--- config.mk ---
export PLATFORM = sky130hd
export DESIGN_NAME = srls_top
export DESIGN_NICKNAME = d
export VERILOG_FILES = /design/src/hw/srls_top.v /design/src/hw/srls_core.v
export VERILOG_INCLUDE_DIRS = /design/src /design/src/hw
export SDC_FILE = /design/constraint.sdc
export NUM_CORES = 1
export LEC_CHECK = 0
export ABC_AREA = 1
export BUFFER_PORTS_ARGS = -buffer_cell sky130_fd_sc_hd__buf_2
export CAP_MARGIN = 20
export CORE_MARGIN = 2
export CORE_UTILIZATION = 42
export DETAILED_ROUTE_END_ITERATION = 16
export HOLD_SLACK_MARGIN = 0.05
export PLACE_DENSITY = 0.75
export REMOVE_ABC_BUFFERS = 1
export SLEW_MARGIN = 10
export SYNTH_ARGS = -nofsm -noshare
export SYNTH_HDL_FRONTEND = slang
export SYNTH_SLANG_ARGS = --single-unit
--- constraint.sdc ---
create_clock -name aclk -period 1.1 [get_ports aclk]
set_input_delay 0.11 -clock aclk [delete_from_list [all_inputs] [get_ports aclk]]
set_output_delay 0.11 -clock aclk [all_outputs]
set_load 0.05 [all_outputs]
--- src/hw/srls_map.vh ---
// Purpose: Register offsets, field positions and reset values of the latch source select block.
// Assumes: AXI4-Lite with 32-bit data, one aligned word per register.
// Notes: Definitions only.
`ifndef SRLS_MAP_VH
`define SRLS_MAP_VH
`define SRLS_ADDR_W 4
`define SRLS_OFF_MAIN 4'h0
`define SRLS_OFF_SRC 4'h4
`define SRLS_OFF_STAT 4'h8
`define SRLS_MAIN_RESET 8'h00
`define SRLS_SRC_RESET 8'h00
`define SRLS_B_LEN 7
`define SRLS_B_QEN 3
`define SRLS_B_NQEN 2
`define SRLS_B_PS 1
`define SRLS_B_PR 0
`define SRLS_B_PIN_SET 7
`define SRLS_B_CLK_SET 6
`define SRLS_B_C2_SET 5
`define SRLS_B_C1_SET 4
`define SRLS_B_PIN_RST 3
`define SRLS_B_CLK_RST 2
`define SRLS_B_C2_RST 1
`define SRLS_B_C1_RST 0
`define SRLS_RESP_OKAY 2'b00
`define SRLS_RESP_SLVERR 2'b10
`define SRLS_ZERO24 24'h000000
`define SRLS_ZERO29 29'h00000000
`endif

--- src/hw/srls_top.v ---
// Purpose: Selects the sources that set and reset the latch, with AXI4-Lite control registers.
// Assumes: Comparator outputs, input pin and divider pulse are synchronous to aclk.
// Notes: The soft pulse bits self-clear and read back as zero.
`timescale 1ns/10ps
`include "srls_map.vh"
module srls_top (
  input wire aclk,
  input wire aresetn,
  input wire [`SRLS_ADDR_W-1:0] s_axi_awaddr,
  input wire s_axi_awvalid,
  output reg s_axi_awready,
  input wire [31:0] s_axi_wdata,
  input wire [3:0] s_axi_wstrb,
  input wire s_axi_wvalid,
  output reg s_axi_wready,
  output reg [1:0] s_axi_bresp,
  output reg s_axi_bvalid,
  input wire s_axi_bready,
  input wire [`SRLS_ADDR_W-1:0] s_axi_araddr,
  input wire s_axi_arvalid,
  output reg s_axi_arready,
  output reg [31:0] s_axi_rdata,
  output reg [1:0] s_axi_rresp,
  output reg s_axi_rvalid,
  input wire s_axi_rready,
  input wire latch_input_pin,
  input wire latch_divider_pulse,
  input wire cmp1_out,
  input wire cmp2_out,
  output wire true_output_pin,
  output wire true_output_pin_oe,
  output wire inverted_output_pin,
  output wire inverted_output_pin_oe
);
  reg [7:0] latch_control_main_reg;
  reg [7:0] latch_source_enables_reg;
  reg [`SRLS_ADDR_W-1:0] awaddr_reg;
  reg aw_held_reg;
  reg [7:0] wdata_reg;
  reg wstrb0_reg;
  reg w_held_reg;
  reg soft_set_reg;
  reg soft_reset_reg;
  reg set_reg;
  reg reset_reg;
  wire latch_q;
  wire [7:0] en;
  wire do_write;
  wire [7:0] wsel;
  wire set_next;
  wire reset_next;
  wire [1:0] aw_sel;
  wire [1:0] ar_sel;
  wire [7:0] main_keep;

  // Register select codes; the status word is mapped but only readable.
  localparam SEL_NONE = 2'b00;
  localparam SEL_MAIN = 2'b01;
  localparam SEL_SRC = 2'b10;
  localparam SEL_STAT = 2'b11;

  // Decodes a word offset into a register select; unmapped offsets yield none.
  function [1:0] srls_dec;
    input [`SRLS_ADDR_W-1:0] a;
    begin
      if (a == `SRLS_OFF_MAIN) begin
        srls_dec = SEL_MAIN;
      end else if (a == `SRLS_OFF_SRC) begin
        srls_dec = SEL_SRC;
      end else if (a == `SRLS_OFF_STAT) begin
        srls_dec = SEL_STAT;
      end else begin
        srls_dec = SEL_NONE;
      end
    end
  endfunction

  // The enables are read straight from the register, so no second copy can drift from what software reads back.
  assign en = latch_source_enables_reg;
  // A write is applied only once both halves are held and the previous response has been taken.
  assign do_write = aw_held_reg & w_held_reg & ~s_axi_bvalid;
  assign wsel = wdata_reg;
  assign aw_sel = srls_dec(awaddr_reg);
  assign ar_sel = srls_dec(s_axi_araddr);
  // The pulse bits are never stored, so they read back as zero and a later write cannot fire them again.
  assign main_keep = ~((8'h01 << `SRLS_B_PS) | (8'h01 << `SRLS_B_PR));

  // AXI4-Lite write: address and data are caught in either order, answered once both are held.
  always @(posedge aclk) begin
    if (!aresetn) begin
      s_axi_awready <= 1'b1;
      s_axi_wready <= 1'b1;
      aw_held_reg <= 1'b0;
      w_held_reg <= 1'b0;
      awaddr_reg <= `SRLS_OFF_MAIN;
      wdata_reg <= `SRLS_MAIN_RESET;
      wstrb0_reg <= 1'b0;
      s_axi_bvalid <= 1'b0;
      s_axi_bresp <= `SRLS_RESP_OKAY;
      latch_control_main_reg <= `SRLS_MAIN_RESET;
      latch_source_enables_reg <= `SRLS_SRC_RESET;
      soft_set_reg <= 1'b0;
      soft_reset_reg <= 1'b0;
    end else begin
      soft_set_reg <= 1'b0;
      soft_reset_reg <= 1'b0;
      if (s_axi_awvalid && s_axi_awready) begin
        awaddr_reg <= s_axi_awaddr;
        aw_held_reg <= 1'b1;
        s_axi_awready <= 1'b0;
      end
      if (s_axi_wvalid && s_axi_wready) begin
        wdata_reg <= s_axi_wdata[7:0];
        wstrb0_reg <= s_axi_wstrb[0];
        w_held_reg <= 1'b1;
        s_axi_wready <= 1'b0;
      end
      if (do_write) begin
        aw_held_reg <= 1'b0;
        w_held_reg <= 1'b0;
        s_axi_bvalid <= 1'b1;
        // A write to the read-only status word is refused like one to an unmapped offset.
        s_axi_bresp <= (aw_sel == SEL_MAIN || aw_sel == SEL_SRC) ? `SRLS_RESP_OKAY : `SRLS_RESP_SLVERR;
        if (wstrb0_reg && aw_sel == SEL_MAIN) begin
          latch_control_main_reg <= wsel & main_keep;
          soft_set_reg <= wsel[`SRLS_B_PS];
          soft_reset_reg <= wsel[`SRLS_B_PR];
        end
        if (wstrb0_reg && aw_sel == SEL_SRC) begin
          latch_source_enables_reg <= wsel;
        end
      end
      if (s_axi_bvalid && s_axi_bready) begin
        s_axi_bvalid <= 1'b0;
        s_axi_awready <= 1'b1;
        s_axi_wready <= 1'b1;
      end
    end
  end

  // AXI4-Lite read: one cycle after the address is taken the data stand until rready.
  always @(posedge aclk) begin
    if (!aresetn) begin
      s_axi_arready <= 1'b1;
      s_axi_rvalid <= 1'b0;
      s_axi_rdata <= {`SRLS_ZERO24, `SRLS_MAIN_RESET};
      s_axi_rresp <= `SRLS_RESP_OKAY;
    end else begin
      if (s_axi_arvalid && s_axi_arready) begin
        s_axi_arready <= 1'b0;
        s_axi_rvalid <= 1'b1;
        s_axi_rresp <= `SRLS_RESP_OKAY;
        if (ar_sel == SEL_MAIN) begin
          s_axi_rdata <= {`SRLS_ZERO24, latch_control_main_reg};
        end else if (ar_sel == SEL_SRC) begin
          s_axi_rdata <= {`SRLS_ZERO24, latch_source_enables_reg};
        end else if (ar_sel == SEL_STAT) begin
          s_axi_rdata <= {`SRLS_ZERO29, reset_reg, set_reg, latch_q};
        end else begin
          // Unmapped reads return zero with an error response.
          s_axi_rdata <= {`SRLS_ZERO24, 8'h00};
          s_axi_rresp <= `SRLS_RESP_SLVERR;
        end
      end
      if (s_axi_rvalid && s_axi_rready) begin
        s_axi_rvalid <= 1'b0;
        s_axi_arready <= 1'b1;
      end
    end
  end

  // Sources are ORed combinationally and registered once, so every term reaches the latch one clock later.
  assign set_next = (en[`SRLS_B_PIN_SET] & latch_input_pin)
    | (en[`SRLS_B_CLK_SET] & latch_divider_pulse)
    | (en[`SRLS_B_C2_SET] & cmp2_out)
    | (en[`SRLS_B_C1_SET] & cmp1_out)
    | soft_set_reg;
  assign reset_next = (en[`SRLS_B_PIN_RST] & latch_input_pin)
    | (en[`SRLS_B_CLK_RST] & latch_divider_pulse)
    | (en[`SRLS_B_C2_RST] & cmp2_out)
    | (en[`SRLS_B_C1_RST] & cmp1_out)
    | soft_reset_reg;

  // One register stage between the OR tree and the latch keeps glitches of the sources off the latch inputs.
  always @(posedge aclk) begin
    if (!aresetn) begin
      set_reg <= 1'b0;
      reset_reg <= 1'b0;
    end else begin
      set_reg <= set_next;
      reset_reg <= reset_next;
    end
  end

  // Reset dominates inside the core, so a source that sets and resets at once leaves the latch cleared.
  srls_core u_core (
    .aclk(aclk),
    .aresetn(aresetn),
    .enable(latch_control_main_reg[`SRLS_B_LEN]),
    .set_in(set_reg),
    .reset_in(reset_reg),
    .q_en(latch_control_main_reg[`SRLS_B_QEN]),
    .nq_en(latch_control_main_reg[`SRLS_B_NQEN]),
    .q(latch_q),
    .q_pin(true_output_pin),
    .q_pin_oe(true_output_pin_oe),
    .nq_pin(inverted_output_pin),
    .nq_pin_oe(inverted_output_pin_oe)
  );
endmodule // srls_top

--- src/hw/srls_core.v ---
// Purpose: The set/reset latch itself with its output pin drivers.
// Assumes: Set and reset terms arrive as registered levels.
// Notes: Reset dominates when set and reset meet.
`timescale 1ns/10ps
module srls_core (
  input wire aclk,
  input wire aresetn,
  input wire enable,
  input wire set_in,
  input wire reset_in,
  input wire q_en,
  input wire nq_en,
  output reg q,
  output reg q_pin,
  output reg q_pin_oe,
  output reg nq_pin,
  output reg nq_pin_oe
);
  reg q_next;
  always @* begin
    q_next = q;
    if (!enable) begin
      q_next = 1'b0;
    end else if (reset_in) begin
      q_next = 1'b0;
    end else if (set_in) begin
      q_next = 1'b1;
    end
  end
  always @(posedge aclk) begin
    if (!aresetn) begin
      q <= 1'b0;
      q_pin <= 1'b0;
      q_pin_oe <= 1'b0;
      nq_pin <= 1'b0;
      nq_pin_oe <= 1'b0;
    end else begin
      q <= q_next;
      q_pin <= q_next;
      nq_pin <= ~q_next;
      q_pin_oe <= enable & q_en;
      nq_pin_oe <= enable & nq_en;
    end
  end
endmodule // srls_core

==> results.ini <==
[floorplanning]
die_y_um = 77.2
die_w_um = 77.2
dieArea_um2 = 5960
rows = 26
initial_core_util_pct = 43.8
pin_count = 100
core_um2 = 5140

[global_route]
grt_pass1_vias = 1738
antenna_found_initial = 0
grt_usage_pct = 16.8
grt_pass1_wl_um = 7990
grt_max_degree = 22
grt-ovfl-total = 0

[final_layout]
num_antenna_cells = 0
drive_above_1_share_pct = 28.5
seq_area_um2 = 1050
syn_to_final_growth_pct = 27.0
nets = 426
n_fill_cell = 489
multiInputGateArea_um2 = 1040

[outcome]
outcome = finished, violations left
violations = negative setup slack

[placement]
routabilityCongestion = 0.763
hpwl_um = 3320
post-place-ws_ns = -0.0776
port_buffers = 46

[setup_path]
critPathMaxFanout = 5
crit_required_ns = 1.31
path_buf_inv = 1
cp_cell_sequence = nor2_4 -> buf_6 -> nand2_4 -> nor2_4 -> nand2_1 -> nand2_1 -> nor2_1
crit_arrival_ns = 1.31
crit_family = simple AND/OR/NAND/NOR gates
slowest_delay_ns = 0.34
criticalPathCategory = reg2reg
cp_slowest_cell = dfxtp_2
critPathLaunchType = register
cp-end-kind = register

[synth]
synth_top_area_share_pct = 46.3
ys_types = 24
yosysWarnings = 0
seq_area_frac_synth_pct = 46.3
ys_ff_latch = 52
synth_largest_area_cell = dfxtp_1
syn_inst = 303
synthTopCellsByArea = dfxtp_1 46%, nand2_1 10%, buf_4 9.0%
synth.avg_cell_area_um2 = 7.42
netlist_area_um2 = 2250

[power_and_ir_drop]
p_leak_nw = 1.33
peakVddDrop_mv = 0.768
power_density_nw_per_um2 = 1500

[timing]
rsz0062_at_grt = yes
final.setup.tns_ns = -0.0147
finalCritPeriodShare_pct = 101
hold_violations = 0
fmax_mhz = 903
fin_crit_ns = 1.11
finalMaxSlewViolations = 0
setup_ws_ns = -0.00742
finClkSkew_ns = 0.00482
setup_viol = 3

[routing]
first_pass_iters = 4
vias_per_cell = 4.50
vias = 1988
drc = 0
wirelength_um = 4880
drt_iter0_markers = 104
ant_nets = 0
avgRoutedWirePerCell_um = 11.0

[clock_network]
cts.sinks = 52
cts_tree = built
cts-root-buf = clkbuf_8
clock_latency_ns = 0.30
cts-htree-levels = 2
clockBufferDepth = 2
path_clk_slew_ns = 0.09
cts_buffers = 5

[min_path]
hp-class = in2reg

[flow_run]
maxCapViolCount = 0

## cell usage after synthesis
library cell,n
a21boi_0,1
a21oi_1,22
a31oi_1,2
a41oi_1,2
buf_1,1
buf_2,2
buf_4,27
buf_6,1
clkbuf_1,3
conb_1,1
dfxtp_1,52
inv_1,25
inv_2,1
nand2_1,61
nand3_1,18
nand4_1,7
nand4_4,1
nor2_1,54
nor2_2,1
nor2_4,3
nor3_1,1
nor4_1,1
o21a_1,1
o21ai_0,15
## worst register-to-register path: cells and delay by family, from the launching register on
family,cells,cell delay (ns)
DFF,1,0.34
and+or+nand+nor,6,0.54
buffers and inverters,1,0.12
## through the flow
| step | util, % | power, mW | instance area, um^2 | hold slack, ns | cells |
|---|---|---|---|---|---|
| 6_report | 55.6 | 4.29 | 2860 | 0.0557 | 442 |
| 3_5_place_dp | 50.2 | 2.85 | 2580 | 0.356 | 426 |
| 4_1_cts | 55.6 | 4.30 | 2860 | 0.0502 | 443 |
| 5_1_grt | 55.6 | 4.51 | 2860 | 0.0915 | 442 |
| 2_1_floorplan | - | 2.62 | 2100 | 0.230 | 294 |
| 3_3_place_gp | 50.2 | 2.84 | 2580 | 0.340 | 426 |
## power breakdown
part / switching (mW) / internal (mW)
Clock: 0.594 / 0.802
Sequential: 0.0536 / 1.98
Combinational: 0.622 / 0.241
## layer usage
| metal | vias up | wire length, um | GRT usage (%) |
|---|---|---|---|
| met5 | - | 0 | 0 |
| met4 | 0 | 65 | 5.36 |
| met3 | 7 | 263 | 4.35 |
| met2 | 63 | 2430 | 28.4 |
| met1 | 863 | 2130 | 20.8 |
| li1 | 1055 | - | - |
## cells by family after synthesis
| kind of cell | Yosys count | share of synthesized area [%] |
|---|---|---|
| and+or+nand+nor | 147 | 28.4 |
| buffers and inverters | 60 | 15.0 |
| DFF | 52 | 46.3 |
| AOI/OAI and AO/OA | 43 | 10.2 |
| other | 1 | 0.167 |
## repair_timing
item / 4_1_cts / 5_1_grt
setup buffers: 5 / 1
resized for setup: 23 / 15
hold buffers: 2 / 0
hold endpoints to repair: 2 / 0
cloned: 2 / 0
setup endpoints to repair: 17 / 23
pin swaps: 4 / 13
## layout make-up
class	count	share of cell area, %
sequential	52	36.7
tap	70	3.07
multi-input combinational	217	36.3
inverter	26	3.42
clock buffer	7	3.37
clock inverter	1	1.05
timing repair buffer	69	16.2
## cell usage in the layout, fill, tap and decap left out, types with 12 or more instances in the layout
cell type	instances
o21ai_0	15
nand2_1	48
inv_1	24
nor2_1	51
nand2_2	12
nand3_1	17
dfxtp_1	47
a21oi_1	21
buf_2	42
buf_4	18
conb_1	26
## path summary, 6_finish.rpt
check | from | to | slack (ns) | cells after the start
max | awaddr_reg[1] | latch_control_main_reg[7] | -0.007 | 7
min | s_axi_awaddr[0] | awaddr_reg[0] | 0.06 | 3
max reg2reg | awaddr_reg[1] | latch_control_main_reg[7] | -0.007 | 7
min reg2reg | latch_control_main_reg[2] | u_core.nq_pin_oe | 0.46 | 2
Note: power is estimated with default switching activity, not from simulation.
